`src/hdl/fu_pkg.sv`:
```
`default_nettype none
package fu_pkg;
    // register indices on the three address lines
    localparam logic [2:0] ADDR_DATA   = 3'h0;
    localparam logic [2:0] ADDR_LINE   = 3'h1;
    localparam logic [2:0] ADDR_DIV_LO = 3'h2;
    localparam logic [2:0] ADDR_DIV_HI = 3'h3;
    localparam logic [2:0] ADDR_CTRL   = 3'h4;
    localparam logic [2:0] ADDR_STATUS = 3'h5;

    // control register bit positions; clear bits act and are not stored
    localparam int unsigned CTRL_TX_EN  = 0;
    localparam int unsigned CTRL_RX_EN  = 1;
    localparam int unsigned CTRL_LOOP   = 2;
    localparam int unsigned CTRL_TX_CLR = 3;
    localparam int unsigned CTRL_RX_CLR = 4;
    localparam logic [7:0]  CTRL_KEEP   = 8'h07;

    localparam logic [7:0]  LINE_RST = 8'h03;
    localparam logic [15:0] DIV_RST  = 16'h0001;
    localparam logic [7:0]  CTRL_RST = 8'h03;

    localparam int unsigned FIFO_DEPTH = 16;
    localparam int unsigned DATA_W     = 8;
    localparam int unsigned RX_ERR_W   = 3;

    localparam logic [3:0] SUB_LAST     = 4'hf;
    localparam logic [3:0] SUB_MID      = 4'h7;
    localparam logic [2:0] MIN_LAST_BIT = 3'h4;
    localparam logic [1:0] LEN_MAX      = 2'h3;

    typedef struct packed {
        logic [2:0] unused;
        logic       par_even;
        logic       par_en;
        logic       two_stop;
        logic [1:0] len;
    } fu_line_cfg_t;

    typedef struct packed {
        logic       brk;
        logic       frame;
        logic       parity;
        logic [7:0] data;
    } fu_rx_entry_t;

    typedef struct packed {
        logic tx_full;
        logic tx_done;
        logic tx_empty;
        logic brk;
        logic frame;
        logic parity;
        logic overrun;
        logic rx_avail;
    } fu_status_t;

    typedef enum logic [2:0] {
        TX_IDLE, TX_LOAD, TX_START, TX_DATA, TX_PARITY, TX_STOP
    } fu_tx_state_t;

    typedef enum logic [2:0] {
        RX_IDLE, RX_START, RX_DATA, RX_PARITY, RX_STOP
    } fu_rx_state_t;
endpackage : fu_pkg
`default_nettype wire

```
`src/hdl/fu_fifo_mem.sv`:
```
`default_nettype none
module fu_fifo_mem #(
    parameter int unsigned WIDTH = 8,
    parameter int unsigned DEPTH = 16,
    parameter int unsigned AW    = 4
) (
    input  wire logic             clk_sys,
    input  wire logic             wr_en,
    input  wire logic [AW-1:0]    wr_addr,
    input  wire logic [WIDTH-1:0] wr_data,
    input  wire logic [AW-1:0]    rd_addr,
    output logic      [WIDTH-1:0] rd_data
);
    logic [WIDTH-1:0] mem [DEPTH];

    // read data is registered; a same-cycle write shows one cycle later
    always_ff @(posedge clk_sys) begin
        if (wr_en) begin
            mem[wr_addr] <= wr_data;
        end
        rd_data <= mem[rd_addr];
    end
endmodule // fu_fifo_mem
`default_nettype wire

```
`src/hdl/fu_uart.sv`:
```
`default_nettype none
module fu_uart #(
    parameter int unsigned FIFO_DEPTH = fu_pkg::FIFO_DEPTH,
    parameter int unsigned AW         = $clog2(FIFO_DEPTH)
) (
    input  wire logic       clk_sys,
    input  wire logic       reset_n,
    input  wire logic       select_a_high,
    input  wire logic       select_b_high,
    input  wire logic       select_c_low,
    input  wire logic       write_strobe_low,
    input  wire logic       write_strobe_high,
    input  wire logic       read_strobe_low,
    input  wire logic       read_strobe_high,
    input  wire logic [2:0] register_address,
    input  wire logic [7:0] host_data_bus_in,
    output logic      [7:0] host_data_bus_out,
    output logic            host_data_bus_oe,
    output logic            drive_disable_out_n,
    input  wire logic       serial_in,
    output logic            serial_out,
    input  wire logic       receiver_clock_in,
    output logic            baud_out_low
);
    localparam int unsigned RXW = fu_pkg::DATA_W + fu_pkg::RX_ERR_W;

    // host side and registers
    logic                 wr_prev_q, wr_prev_d, rd_prev_q, rd_prev_d;
    logic [2:0]           wr_addr_q, wr_addr_d, rd_addr_q, rd_addr_d;
    logic [7:0]           wr_data_q, wr_data_d, dout_q, dout_d;
    logic                 doe_q, doe_d, drive_disable_out_n_q, drive_disable_out_n_d;
    fu_pkg::fu_line_cfg_t line_q, line_d;
    logic [15:0]          div_q, div_d;
    logic [7:0]           ctrl_q, ctrl_d;
    logic                 ovr_q, ovr_d;
    logic                 sel, wr_act, rd_act, wr_fire, rd_end;
    logic                 tx_push, rx_pop, tx_clr, rx_clr;
    fu_pkg::fu_status_t   st;
    // fifo pointers carry one wrap bit
    logic [AW:0]          txw_q, txw_d, txr_q, txr_d;
    logic [AW:0]          rxw_q, rxw_d, rxr_q, rxr_d;
    logic                 rx_new_q, rx_new_d;
    logic                 tx_empty, tx_full, rx_empty, rx_full;
    logic [7:0]           tx_head;
    logic [RXW-1:0]       rx_head_raw;
    fu_pkg::fu_rx_entry_t rx_head, rx_entry;
    // baud generator
    logic [15:0]          bcnt_q, bcnt_d;
    logic                 tick_q, tick_d, blow_q, blow_d;
    // transmitter
    fu_pkg::fu_tx_state_t tx_st_q, tx_st_d;
    logic [3:0]           tx_sub_q, tx_sub_d;
    logic [2:0]           tx_bit_q, tx_bit_d;
    logic [7:0]           tx_sh_q, tx_sh_d;
    logic                 tx_par_q, tx_par_d, tx_line_q, tx_line_d;
    logic                 tx_stop2_q, tx_stop2_d, serial_out_q, serial_out_d, tx_pop;
    // receiver
    fu_pkg::fu_rx_state_t rx_st_q, rx_st_d;
    logic [3:0]           rx_sub_q, rx_sub_d;
    logic [2:0]           rx_bit_q, rx_bit_d;
    logic [7:0]           rx_sh_q, rx_sh_d, rx_data;
    logic                 rx_perr_q, rx_perr_d, rx_pbit_q, rx_pbit_d;
    logic                 rxc_q, rx_line_q, rx_line_d, rx_tick;
    logic                 rx_push_req, rx_push;
    logic [2:0]           last_bit;
    logic [1:0]           len_gap;

    function automatic logic parity_of(input logic [7:0] d, input logic even);
        parity_of = even ? ^d : ~(^d);
    endfunction

    assign last_bit = fu_pkg::MIN_LAST_BIT + {1'b0, line_q.len};
    assign len_gap  = fu_pkg::LEN_MAX - line_q.len;

    assign sel    = select_a_high & select_b_high & ~select_c_low;
    assign wr_act = sel & (~write_strobe_low | write_strobe_high);
    assign rd_act = sel & (~read_strobe_low | read_strobe_high);
    // write lands at the trailing edge so data is stable all strobe long
    assign wr_fire = wr_prev_q & ~wr_act;
    assign rd_end  = rd_prev_q & ~rd_act;

    assign tx_empty = txw_q == txr_q;
    assign tx_full  = (txw_q[AW] != txr_q[AW])
                    && (txw_q[AW-1:0] == txr_q[AW-1:0]);
    // an entry just written is hidden until its head fetch has landed
    assign rx_empty = (rxw_q == rxr_q) | rx_new_q;
    assign rx_full  = (rxw_q[AW] != rxr_q[AW])
                    && (rxw_q[AW-1:0] == rxr_q[AW-1:0]);
    assign rx_head  = fu_pkg::fu_rx_entry_t'(rx_head_raw);

    always_comb begin
        st          = '0;
        st.rx_avail = ~rx_empty;
        st.overrun  = ovr_q;
        st.parity   = ~rx_empty & rx_head.parity;
        st.frame    = ~rx_empty & rx_head.frame;
        st.brk      = ~rx_empty & rx_head.brk;
        st.tx_empty = tx_empty;
        st.tx_done  = tx_empty & (tx_st_q == fu_pkg::TX_IDLE);
        st.tx_full  = tx_full;
    end

    always_comb begin
        wr_prev_d = wr_act;
        rd_prev_d = rd_act;
        wr_addr_d = wr_act ? register_address : wr_addr_q;
        wr_data_d = wr_act ? host_data_bus_in : wr_data_q;
        rd_addr_d = rd_addr_q;
        dout_d    = dout_q;
        doe_d     = rd_act;
        drive_disable_out_n_d  = ~rd_act;
        line_d    = line_q;
        div_d     = div_q;
        ctrl_d    = ctrl_q;
        tx_push   = 1'b0;
        rx_pop    = 1'b0;
        tx_clr    = 1'b0;
        rx_clr    = 1'b0;
        if (rd_act && !rd_prev_q) begin
            rd_addr_d = register_address;
            if (register_address == fu_pkg::ADDR_DATA) begin
                dout_d = rx_head.data;
            end else if (register_address == fu_pkg::ADDR_LINE) begin
                dout_d = line_q;
            end else if (register_address == fu_pkg::ADDR_DIV_LO) begin
                dout_d = div_q[7:0];
            end else if (register_address == fu_pkg::ADDR_DIV_HI) begin
                dout_d = div_q[15:8];
            end else if (register_address == fu_pkg::ADDR_CTRL) begin
                dout_d = ctrl_q;
            end else if (register_address == fu_pkg::ADDR_STATUS) begin
                dout_d = st;
            end else begin
                dout_d = 8'h00;
            end
        end
        if (rd_end && rd_addr_q == fu_pkg::ADDR_DATA) begin
            rx_pop = ~rx_empty;
        end
        if (wr_fire) begin
            if (wr_addr_q == fu_pkg::ADDR_DATA) begin
                tx_push = ~tx_full; // full fifo drops the byte
            end else if (wr_addr_q == fu_pkg::ADDR_LINE) begin
                line_d = fu_pkg::fu_line_cfg_t'(wr_data_q);
            end else if (wr_addr_q == fu_pkg::ADDR_DIV_LO) begin
                div_d[7:0] = wr_data_q;
            end else if (wr_addr_q == fu_pkg::ADDR_DIV_HI) begin
                div_d[15:8] = wr_data_q;
            end else if (wr_addr_q == fu_pkg::ADDR_CTRL) begin
                ctrl_d = wr_data_q & fu_pkg::CTRL_KEEP;
                tx_clr = wr_data_q[fu_pkg::CTRL_TX_CLR];
                rx_clr = wr_data_q[fu_pkg::CTRL_RX_CLR];
            end
        end
        // a fresh overrun wins over the clearing status read
        ovr_d = ovr_q;
        if (rd_end && rd_addr_q == fu_pkg::ADDR_STATUS) begin
            ovr_d = 1'b0;
        end
        if (rx_push_req && rx_full) begin
            ovr_d = 1'b1;
        end
    end

    always_comb begin
        txw_d = tx_clr ? txr_q : txw_q + (AW+1)'(tx_push);
        txr_d = txr_q + (AW+1)'(tx_pop);
        rxw_d = rxw_q + (AW+1)'(rx_push);
        rxr_d = rx_clr ? rxw_q : rxr_q + (AW+1)'(rx_pop);
        if (tx_clr) begin
            txr_d = txr_q;
        end
        if (rx_clr) begin
            rxw_d = rxw_q;
        end
        rx_new_d = rx_push && rxw_q[AW-1:0] == rxr_d[AW-1:0];
    end

    fu_fifo_mem #(
        .WIDTH (fu_pkg::DATA_W),
        .DEPTH (FIFO_DEPTH),
        .AW    (AW)
    ) u_tx_mem (
        .clk_sys (clk_sys),
        .wr_en   (tx_push),
        .wr_addr (txw_q[AW-1:0]),
        .wr_data (wr_data_q),
        .rd_addr (txr_q[AW-1:0]),
        .rd_data (tx_head)
    );

    fu_fifo_mem #(
        .WIDTH (RXW),
        .DEPTH (FIFO_DEPTH),
        .AW    (AW)
    ) u_rx_mem (
        .clk_sys (clk_sys),
        .wr_en   (rx_push),
        .wr_addr (rxw_q[AW-1:0]),
        .wr_data (rx_entry),
        .rd_addr (rxr_d[AW-1:0]),
        .rd_data (rx_head_raw)
    );

    // system clock feeds the divider; divisor 0 behaves as 1
    always_comb begin
        tick_d = 1'b0;
        bcnt_d = bcnt_q - 16'h0001;
        if (bcnt_q == 16'h0000) begin
            tick_d = 1'b1;
            bcnt_d = (div_q == 16'h0000) ? 16'h0000 : div_q - 16'h0001;
        end
        blow_d = bcnt_q < {1'b0, div_q[15:1]};
    end

    always_comb begin
        tx_st_d    = tx_st_q;
        tx_sub_d   = tx_sub_q;
        tx_bit_d   = tx_bit_q;
        tx_sh_d    = tx_sh_q;
        tx_par_d   = tx_par_q;
        tx_line_d  = tx_line_q;
        tx_stop2_d = tx_stop2_q;
        tx_pop     = 1'b0;
        if (tick_q && tx_st_q != fu_pkg::TX_IDLE
                && tx_st_q != fu_pkg::TX_LOAD) begin
            tx_sub_d = tx_sub_q + 4'h1;
        end
        case (tx_st_q)
            fu_pkg::TX_IDLE: begin
                tx_line_d = 1'b1;
                if (ctrl_q[fu_pkg::CTRL_TX_EN] && !tx_empty) begin
                    tx_st_d = fu_pkg::TX_LOAD;
                end
            end
            fu_pkg::TX_LOAD: begin
                // one cycle lets the registered fifo read settle
                tx_pop    = 1'b1;
                tx_sh_d   = tx_head;
                tx_par_d  = parity_of(tx_head & (8'hff >> len_gap),
                                      line_q.par_even);
                tx_line_d = 1'b0;
                tx_sub_d  = 4'h0;
                tx_st_d   = fu_pkg::TX_START;
            end
            fu_pkg::TX_START: begin
                if (tick_q && tx_sub_q == fu_pkg::SUB_LAST) begin
                    tx_line_d = tx_sh_q[0];
                    tx_bit_d  = 3'h0;
                    tx_st_d   = fu_pkg::TX_DATA;
                end
            end
            fu_pkg::TX_DATA: begin
                if (tick_q && tx_sub_q == fu_pkg::SUB_LAST) begin
                    tx_sh_d  = tx_sh_q >> 1;
                    tx_bit_d = tx_bit_q + 3'h1;
                    tx_line_d = tx_sh_q[1];
                    tx_stop2_d = 1'b0;
                    if (tx_bit_q == last_bit) begin
                        tx_line_d = line_q.par_en ? tx_par_q : 1'b1;
                        tx_st_d = line_q.par_en ? fu_pkg::TX_PARITY
                                                : fu_pkg::TX_STOP;
                    end
                end
            end
            fu_pkg::TX_PARITY: begin
                if (tick_q && tx_sub_q == fu_pkg::SUB_LAST) begin
                    tx_line_d = 1'b1;
                    tx_st_d   = fu_pkg::TX_STOP;
                end
            end
            fu_pkg::TX_STOP: begin
                if (tick_q && tx_sub_q == fu_pkg::SUB_LAST) begin
                    tx_stop2_d = 1'b1;
                    if (!line_q.two_stop || tx_stop2_q) begin
                        tx_st_d = fu_pkg::TX_IDLE;
                    end
                end
            end
            default: tx_st_d = fu_pkg::TX_IDLE;
        endcase
        serial_out_d = tx_line_q;
        if (ctrl_q[fu_pkg::CTRL_LOOP] || !ctrl_q[fu_pkg::CTRL_TX_EN]) begin
            serial_out_d = 1'b1;
        end
    end

    // receiver runs off edges of its own 16x clock pin
    assign rx_tick = receiver_clock_in & ~rxc_q;
    assign rx_line_d = ctrl_q[fu_pkg::CTRL_LOOP]
                     ? tx_line_q : serial_in;
    assign rx_data = rx_sh_q >> len_gap;
    assign rx_push = rx_push_req & ~rx_full;

    always_comb begin
        rx_st_d     = rx_st_q;
        rx_sub_d    = rx_sub_q;
        rx_bit_d    = rx_bit_q;
        rx_sh_d     = rx_sh_q;
        rx_perr_d   = rx_perr_q;
        rx_pbit_d   = rx_pbit_q;
        rx_push_req = 1'b0;
        rx_entry    = '0;
        if (rx_tick) begin
            rx_sub_d = rx_sub_q + 4'h1;
        end
        case (rx_st_q)
            fu_pkg::RX_IDLE: begin
                if (rx_tick && !rx_line_q) begin
                    rx_sub_d = 4'h0;
                    rx_st_d  = fu_pkg::RX_START;
                end
            end
            fu_pkg::RX_START: begin
                if (rx_tick && rx_sub_q == fu_pkg::SUB_MID) begin
                    rx_sub_d  = 4'h0;
                    rx_bit_d  = 3'h0;
                    rx_perr_d = 1'b0;
                    rx_pbit_d = 1'b0;
                    // a high at mid start bit was a glitch
                    rx_st_d = rx_line_q ? fu_pkg::RX_IDLE : fu_pkg::RX_DATA;
                end
            end
            fu_pkg::RX_DATA: begin
                if (rx_tick && rx_sub_q == fu_pkg::SUB_LAST) begin
                    rx_sh_d  = {rx_line_q, rx_sh_q[7:1]};
                    rx_bit_d = rx_bit_q + 3'h1;
                    if (rx_bit_q == last_bit) begin
                        rx_st_d = line_q.par_en ? fu_pkg::RX_PARITY
                                                : fu_pkg::RX_STOP;
                    end
                end
            end
            fu_pkg::RX_PARITY: begin
                if (rx_tick && rx_sub_q == fu_pkg::SUB_LAST) begin
                    rx_pbit_d = rx_line_q;
                    rx_perr_d = rx_line_q
                              != parity_of(rx_data, line_q.par_even);
                    rx_st_d   = fu_pkg::RX_STOP;
                end
            end
            fu_pkg::RX_STOP: begin
                if (rx_tick && rx_sub_q == fu_pkg::SUB_LAST) begin
                    rx_push_req     = 1'b1;
                    rx_entry.data   = rx_data;
                    rx_entry.parity = rx_perr_q;
                    rx_entry.frame  = ~rx_line_q;
                    rx_entry.brk    = ~rx_line_q && rx_data == 8'h00
                                    && !rx_pbit_q;
                    rx_st_d         = fu_pkg::RX_IDLE;
                end
            end
            default: rx_st_d = fu_pkg::RX_IDLE;
        endcase
        if (!ctrl_q[fu_pkg::CTRL_RX_EN]) begin
            rx_st_d     = fu_pkg::RX_IDLE;
            rx_push_req = 1'b0;
        end
    end

    always_ff @(posedge clk_sys) begin
        if (!reset_n) begin
            wr_prev_q  <= 1'b0;
            rd_prev_q  <= 1'b0;
            wr_addr_q  <= 3'h0;
            rd_addr_q  <= 3'h0;
            wr_data_q  <= 8'h00;
            dout_q     <= 8'h00;
            doe_q      <= 1'b0;
            drive_disable_out_n_q   <= 1'b1;
            line_q     <= fu_pkg::fu_line_cfg_t'(fu_pkg::LINE_RST);
            div_q      <= fu_pkg::DIV_RST;
            ctrl_q     <= fu_pkg::CTRL_RST;
            ovr_q      <= 1'b0;
            txw_q      <= '0;
            txr_q      <= '0;
            rxw_q      <= '0;
            rxr_q      <= '0;
            rx_new_q   <= 1'b0;
            bcnt_q     <= 16'h0000;
            tick_q     <= 1'b0;
            blow_q     <= 1'b0;
            tx_st_q    <= fu_pkg::TX_IDLE;
            tx_sub_q   <= 4'h0;
            tx_bit_q   <= 3'h0;
            tx_sh_q    <= 8'h00;
            tx_par_q   <= 1'b0;
            tx_line_q  <= 1'b1;
            tx_stop2_q <= 1'b0;
            serial_out_q     <= 1'b1;
            rx_st_q    <= fu_pkg::RX_IDLE;
            rx_sub_q   <= 4'h0;
            rx_bit_q   <= 3'h0;
            rx_sh_q    <= 8'h00;
            rx_perr_q  <= 1'b0;
            rx_pbit_q  <= 1'b0;
            rxc_q      <= 1'b0;
            rx_line_q  <= 1'b1;
        end else begin
            wr_prev_q  <= wr_prev_d;
            rd_prev_q  <= rd_prev_d;
            wr_addr_q  <= wr_addr_d;
            rd_addr_q  <= rd_addr_d;
            wr_data_q  <= wr_data_d;
            dout_q     <= dout_d;
            doe_q      <= doe_d;
            drive_disable_out_n_q   <= drive_disable_out_n_d;
            line_q     <= line_d;
            div_q      <= div_d;
            ctrl_q     <= ctrl_d;
            ovr_q      <= ovr_d;
            txw_q      <= txw_d;
            txr_q      <= txr_d;
            rxw_q      <= rxw_d;
            rxr_q      <= rxr_d;
            rx_new_q   <= rx_new_d;
            bcnt_q     <= bcnt_d;
            tick_q     <= tick_d;
            blow_q     <= blow_d;
            tx_st_q    <= tx_st_d;
            tx_sub_q   <= tx_sub_d;
            tx_bit_q   <= tx_bit_d;
            tx_sh_q    <= tx_sh_d;
            tx_par_q   <= tx_par_d;
            tx_line_q  <= tx_line_d;
            tx_stop2_q <= tx_stop2_d;
            serial_out_q     <= serial_out_d;
            rx_st_q    <= rx_st_d;
            rx_sub_q   <= rx_sub_d;
            rx_bit_q   <= rx_bit_d;
            rx_sh_q    <= rx_sh_d;
            rx_perr_q  <= rx_perr_d;
            rx_pbit_q  <= rx_pbit_d;
            rxc_q      <= receiver_clock_in;
            rx_line_q  <= rx_line_d;
        end
    end

    assign host_data_bus_out   = dout_q;
    assign host_data_bus_oe    = doe_q;
    assign drive_disable_out_n = drive_disable_out_n_q;
    assign serial_out          = serial_out_q;
    assign baud_out_low        = blow_q;
endmodule // fu_uart
`default_nettype wire

```
`config.mk`:
```
export PLATFORM = sky130hd
export DESIGN_NAME = fu_uart
export DESIGN_NICKNAME = d
export VERILOG_FILES = /design/src/hdl/fu_pkg.sv /design/src/hdl/fu_fifo_mem.sv /design/src/hdl/fu_uart.sv
export SDC_FILE = /design/constraint.sdc
export NUM_CORES = 1
export LEC_CHECK = 0
export BUFFER_PORTS_ARGS = -buffer_cell sky130_fd_sc_hd__buf_2
export CAP_MARGIN = 25
export CORE_ASPECT_RATIO = 0.7
export CORE_MARGIN = 1
export CORE_UTILIZATION = 40
export DETAILED_ROUTE_END_ITERATION = 10
export PLACE_DENSITY = 0.61
export SYNTH_ARGS = -nofsm -noshare
export SYNTH_HDL_FRONTEND = slang
export SYNTH_SLANG_ARGS = --single-unit
```
`constraint.sdc`:
```
create_clock -name clk_sys -period 3.4 [get_ports clk_sys]
set_input_delay 0 -clock clk_sys [delete_from_list [all_inputs] [get_ports clk_sys]]
set_output_delay 0 -clock clk_sys [all_outputs]
set_load 0.005 [all_outputs]
```
==> impl_results.md, run 1 <==
* Hold Vio Cnt, Final at 0
* Die span in y at 188.3 um
* WP data required at 3870 ps
* Upper clock frequency limit at 306.6 MHz
* Relative max-transition margin at 31.28%
* Final core utilization at 47.18%
* Die outline width at 268.1 um
* Distinct cell type count after synthesis at 66
* Reg2Reg Depth at 10
* CTS clk-pin slew, worst paths at 60 ps
* Largest cells by area after synthesis: sky130_fd_sc_hd__edfxtp_1, sky130_fd_sc_hd__dfxtp_1, sky130_fd_sc_hd__mux2i_1
* Share of synthesized area occupied by flip-flops and latches at 61.68%
* Final Net Count at 1635
* CTS tree: done
* Core ar. at 48370 um2
* Worst vdd rail ir drop at 0.3399 mV
* Area of the mapped netlist at 19830 um2
* Synthesized area per cell at 13.43 um2
* Top fanout value on the critical path at 11
* Synth warnings at 0
* Net count of the mapped netlist at 1532
* Deepest clock path buffer count at 3
* Leading cell types by count after synthesis: sky130_fd_sc_hd__edfxtp_1, sky130_fd_sc_hd__dfxtp_1, sky130_fd_sc_hd__mux2i_1
* Tightest Pin Transition at 1029 ps
* Final worst clock skew at 39.54 ps
* Number of vias per cell at 5.349
* Die Outline Area at 50490 um2
* Starting DRC count in detailed routing at 1064
* Power density of the placed cells at 578.5 nW/um2
* Antenna Violating Nets Remaining at 0
* Count of placed standard cells including taps at 2167
* Detailed-route wire length per cell at 21.37 um
* Wire length of the first global-routing pass at 73590 um
* Number of primary I/O pins at 34
* Total length of routed wires at 48600 um
* Final routed DRC violation total at 0
* Unrepaired setup endpoints after global routing: no
* Overflow left after global routing at 0
* Antenna violations before repair at 2
* Most frequent cell after synthesis: sky130_fd_sc_hd__edfxtp_1
* Placer Congestion at 0.8343
* Final setup viols at 0
* FF+latch count, synth at 459
* Critical path capture point type: flop
* Leakage at 8.476 nW
* Number of max-cap violations at 0
* Post-detailed-placement half-perimeter wirelength at 32080 um
* Most area-hungry cell type in the Yosys netlist: sky130_fd_sc_hd__edfxtp_1
* Area growth syn-to-layout at 15.08%
* Hold crit path type: in -> reg
* Vias at 12160
* Sum Neg Setup Slack at 0 ps
* Final Max Slew Viols at 0
* Fraction of registers with async set/reset at 0%
* Setup Fix Bufs, Post-CTS at 0
* Share of Yosys cell area claimed by the top area cell type at 46.03%
* Gate count of the mapped netlist at 1477
* Final worst path period need at 3261 ps
* Share of cells above drive strength 1 at 16.33%
* Total power at 0.01320 W
* Arrival @ worst endpoint at 3730 ps
* Global router's overall resource usage at 19.41%
* Total clock buffers created by CTS at 46
* Worst-Skew Late Latency at 610 ps
* Type of the setup path with the least slack: reg -> reg
* Initial cell density of the core at 41.00%
* Total of buffers placed on input and output ports at 33
* Number of detailed-route iterations in the first pass at 5
* Number of synthesized flops with an enable pin at 304
* Root buffer selected by CTS: sky130_fd_sc_hd__clkbuf_16
* Non-Filler Instances at 2274
* H-Tree Depth at 2
* Cell Rows at 67
* Critical Path Source Type: flop
* Result of the run: complete, no violations
* Ys flop type: sky130_fd_sc_hd__edfxtp_1
* Largest net degree at the start of global routing at 96
* Final period utilization at 95.92%
* Cell depth of the worst hold path at 5
* Num Clock Sinks at 459
* Via count of the first global-routing pass at 11740
-- where the power goes --
| part | internal [W] | total, W | switching [W] |
|---|---|---|---|
| Combinational | 0.000962 | 0.00191 | 0.000952 |
| Sequential | 0.00610 | 0.00634 | 0.000236 |
| Clock | 0.00272 | 0.00495 | 0.00223 |
| Total | 0.00979 | 0.0132 | 0.00341 |
-- routing by layer --
layer	vias up	share of wire [%]	track usage, %
met4	0	1.4	4.747
met5	-	0	0
met3	49	6.9	3.502
met2	354	40	25.78
li1	5745	-	-
met1	6016	51	31.84
-- flip-flops by register name, indices dropped and copies added, names as in the netlist, 4 cells and up --
signal and flops:
wr_data_q 8, div_q 16, host_data_bus_out 8, u_rx_mem.rd_data 11, u_tx_mem.mem 128, rxr_q 5, bcnt_q 16, rxw_q 5
u_tx_mem.rd_data 8, txw_q 5, line_q 8, rx_sh_q 8, u_rx_mem.mem 176, rx_sub_q 4, txr_q 5, tx_sh_q 8
tx_sub_q 4
-- path summary, 6_finish.rpt --
check	startpoint	slack, ps	end
worst min register to register	rx_sh_q[0]	460	rx_sh_q[0]
worst max-delay path	host_data_bus_oe	140	u_rx_mem.rd_data[8]
worst min-delay path	write_strobe_high	150	txw_q[4]
worst max register to register	host_data_bus_oe	140	u_rx_mem.rd_data[8]
-- kinds of logic (layout without fill, tap and decap cells) --
logic type	after synthesis	after routing	synth area share, %
xor+xnor	76	76	3.356
compound gates	201	201	7.085
simple gates	395	395	10.40
flops	459	459	61.68
other cells	0	2	0
buf+inv	118	258	2.675
mux	195	195	12.73
fa+ha+maj	33	33	2.082
-- layout by cell type (no fill, tap or decap), types with 15 or more instances in the layout --
cell and n:
sky130_fd_sc_hd__dfxtp_1 153, sky130_fd_sc_hd__nand2b_1 15, sky130_fd_sc_hd__a21oi_1 24, sky130_fd_sc_hd__mux4_2 45, sky130_fd_sc_hd__and2_1 24, sky130_fd_sc_hd__xor2_1 17
sky130_fd_sc_hd__ha_1 31, sky130_fd_sc_hd__or4_1 15, sky130_fd_sc_hd__o22ai_1 58, sky130_fd_sc_hd__nand2_1 91, sky130_fd_sc_hd__dlygate4sd3_1 20, sky130_fd_sc_hd__nor2b_1 54
sky130_fd_sc_hd__inv_1 35, sky130_fd_sc_hd__buf_2 32, sky130_fd_sc_hd__xnor2_1 57, sky130_fd_sc_hd__nor3_1 26, sky130_fd_sc_hd__clkbuf_16 46, sky130_fd_sc_hd__o21ai_0 25
sky130_fd_sc_hd__a21boi_0 22, sky130_fd_sc_hd__buf_4 84, sky130_fd_sc_hd__nor2_1 80, sky130_fd_sc_hd__mux2i_1 142, sky130_fd_sc_hd__edfxtp_1 304, sky130_fd_sc_hd__nand3_1 27
sky130_fd_sc_hd__o211a_1 15
-- timing repair --
item                                    4_1_cts  5_1_grt
hold buffers                                 20        0
endpoints found under the hold margin        31        0
endpoints found under the setup margin        0       11
resized for setup                             0       11
-- critical path, stage by stage (launching register included) --
cell and delay (ps):
sky130_fd_sc_hd__dfxtp_1 330, sky130_fd_sc_hd__or3b_2 490, sky130_fd_sc_hd__nor4b_4 280, sky130_fd_sc_hd__ha_2 270
sky130_fd_sc_hd__nand2_1 100, sky130_fd_sc_hd__xor2_2 270, sky130_fd_sc_hd__o31a_1 200, sky130_fd_sc_hd__o32a_1 180
sky130_fd_sc_hd__buf_4 240, sky130_fd_sc_hd__o22ai_1 210, sky130_fd_sc_hd__or4_1 530
-- metrics by stage --
step / setup WS, ps / hold slack [ps] / instance area [um2]
after CTS: 36.94 / 131.4 / 22750
after floorplan: 74.95 / 121.7 / 19830
after global routing: 0.06439 / 189.3 / 22820
after global placement: 126.8 / 233.8 / 21100
after detailed placement: 58.56 / 242.9 / 21100
final: 138.7 / 151.2 / 22820
-- final cells by class --
class,count,area [um2]
tap,655,819.5
antenna,2,5.005
clock inverter,27,235.2
fill,4267,25550
timing repair buffer,138,1031
sequential,459,12230
inverter,35,131.4
multi-input combinational,900,7149
clock buffer,58,1216
No activity file was read; power rests on OpenSTA's default activity.
==> run 2, diff against run 1 <==
--- a/config.mk
+++ b/config.mk
@@ -10,8 +10,10 @@
 export CORE_ASPECT_RATIO = 0.7
 export CORE_MARGIN = 1
 export CORE_UTILIZATION = 40
+export CTS_CLUSTER_DIAMETER = 80
 export DETAILED_ROUTE_END_ITERATION = 10
-export PLACE_DENSITY = 0.61
+export PLACE_DENSITY = 0.59
+export SETUP_SLACK_MARGIN = 0.4
 export SYNTH_ARGS = -nofsm -noshare
 export SYNTH_HDL_FRONTEND = slang
 export SYNTH_SLANG_ARGS = --single-unit
==> constraint.sdc (replaced) <==
create_clock -name clk_sys -period 3.2 [get_ports clk_sys]
set_input_delay 0 -clock clk_sys [delete_from_list [all_inputs] [get_ports clk_sys]]
set_output_delay 0 -clock clk_sys [all_outputs]
set_load 0.005 [all_outputs]
==> impl_results.md, run 2 (synthesized netlist as in run 1, its figures left out) <==
* Result of the run: complete, no violations
* Final period utilization at 95.81%
* Post-detailed-placement half-perimeter wirelength at 33400 um
* Tightest Pin Transition at 1009 ps
* Via count of the first global-routing pass at 12100
* Routed length on met2 at 19590 um
* Non-Filler Instances at 2310
* Power density of the placed cells at 592.7 nW/um2
* Cell Rows at 67
* Arrival @ worst endpoint at 3510 ps
* CTS clk-pin slew, worst paths at 60 ps
* Overflow left after global routing at 0
* Final Max Slew Viols at 0
* Root buffer selected by CTS: sky130_fd_sc_hd__clkbuf_16
* Total power at 0.01403 W
* Uppermost signal routing layer after detailed routing: met5
* Slack of the worst reg-to-reg path at 130 ps
* Critical path capture point type: flop
* Most used cells in the layout excluding fill and tap cells: sky130_fd_sc_hd__edfxtp_1, sky130_fd_sc_hd__dfxtp_1, sky130_fd_sc_hd__mux2i_1
* Antenna Violating Nets Remaining at 0
* Core ar. at 48370 um2
* Total of buffers placed on input and output ports at 33
* Share of cells above drive strength 1 at 20.24%
* Hold Vio Cnt, Final at 0
* WP data required at 3640 ps
* Cell count along the critical path at 12
* Number of detailed-route iterations in the first pass at 5
* Global router's overall resource usage at 19.72%
* Worst Hold Slack at 115.3 ps
* Number of max-cap violations at 0
* Worst-Skew Late Latency at 580 ps
* Critical Path Source Type: flop
* Critical Path Source: rxr_q[1]
* Starting DRC count in detailed routing at 986
* Vias at 12350
* Leading registers by flop count: u_rx_mem.mem (176), u_tx_mem.mem (128)
* Highest cell delay on the worst timing path at 540 ps
* Dominant cell type by count on the critical path: sky130_fd_sc_hd__ha_4
* Most common cell after layout, fill and taps aside: sky130_fd_sc_hd__edfxtp_1
* H-Tree Depth at 2
* Antenna violations before repair at 5
* Area growth syn-to-layout at 19.41%
* Final setup viols at 0
* Num Clock Sinks at 459
* Upper clock frequency limit at 326.2 MHz
* Relative max-transition margin at 32.62%
* Sum Neg Setup Slack at 0 ps
* Total length of routed wires at 48940 um
* Total clock buffers created by CTS at 46
* Final Net Count at 1672
* Die Outline Area at 50490 um2
* Capture point of the critical path: u_rx_mem.rd_data[0]
* Type of the setup path with the least slack: reg -> reg
* Antenna diode count at 0
* Ordered cell list for the critical path: xor2_1 -> nor4_2 -> a21oi_2 -> nor4b_4 -> ha_4 -> ha_4 -> buf_6 -> a22oi_2 -> o32a_4 -> buf_12 -> o22ai_4 -> or4_4
* Count of placed standard cells including taps at 2179
* Flip-flop count of the largest register after layout at 176
* Family with the most delay on the worst path: simple AND/OR/NAND/NOR gates
* Final routed DRC violation total at 0
* Initial cell density of the core at 41.00%
* Leakage at 8.835 nW
* Met3 wire length at 3062 um
* Final worst clock skew at 22.35 ps
* Final worst path period need at 3066 ps
* Die outline width at 268.1 um
* Reg2Reg Depth at 12
* Largest net degree at the start of global routing at 67
* CTS tree: done
* Hold crit path type: in -> reg
* Crit path buf inv count at 2
* Unrepaired setup endpoints after global routing: yes
* Post-route met1 wirelength at 25700 um
* Number of vias per cell at 5.346
* Die span in y at 188.3 um
* Number of primary I/O pins at 34
* Crit-path slowest cell: sky130_fd_sc_hd__or4_4
* Wire length of the first global-routing pass at 75140 um
* Register bank with the most flops: u_rx_mem.mem
* Reg-to-reg critical path endpoint: u_rx_mem.rd_data[0]
* Worst vdd rail ir drop at 0.5796 mV
* Detailed-route wire length per cell at 21.18 um
* Worst r2r src: rxr_q[1]
* Placer Congestion at 0.8523
* Top fanout value on the critical path at 6
* Deepest clock path buffer count at 3
[run 2: power by group]
part / internal, W / total [W] / switching (W)
registers: 0.00649 / 0.00672 / 0.000237
logic: 0.00102 / 0.00201 / 0.000988
clock network: 0.00297 / 0.00530 / 0.00233
[run 2: worst min-delay path by stage]
stage                     slack (ps)                  end         startpoint  cells after the start
after global placement           230                rxc_q  receiver_clock_in                      2
final                            120         wr_addr_q[0]      select_a_high                      6
after detailed placement         230                rxc_q  receiver_clock_in                      2
after CTS                          1  drive_disable_out_n   read_strobe_high                      5
after floorplan                  120                rxc_q  receiver_clock_in                      1
after global routing             150         wr_addr_q[1]      select_b_high                      6
[run 2: per-stage QoR]
step / utilization, % / setup WS, ps / area, um2
final: 48.96 / 134.0 / 23680
after global placement: 44.31 / 41.23 / 21430
after floorplan: - / 244.1 / 20070
after CTS: 48.80 / 199.9 / 23610
after detailed placement: 44.31 / 27.65 / 21430
after global routing: 48.96 / 18.74 / 23680
[run 2: tightest hold or removal path: cells and delay by family]
kind,cells,cell delay (ps)
simple gates,3,250
buf+inv,2,240
mux,1,160
[run 2: what timing repair did]
item                                   in CTS  in global routing
pin swaps                                  18                 12
resized for setup                          50                 10
setup buffers                              14                  1
cloned                                      3                  0
hold buffers                               26                  1
setup endpoints to repair                  11                 19
endpoints found under the hold margin      47                  1
[run 2: per-layer routing]
metal	global-route usage, %	vias up
li1	-	5831
met1	32.77	6167
met2	26.53	305
met3	3.215	44
met4	3.582	2
met5	0	-
[run 2: area by class of cell]
type,instances,area [um2]
fillers,4259,24690
flip-flops and latches,459,12240
multi-input cells,900,7447
repair buffers,175,1563
clock buffers,58,1216
well taps,655,819.5
clock inverters,28,262.8
inverters,35,131.4
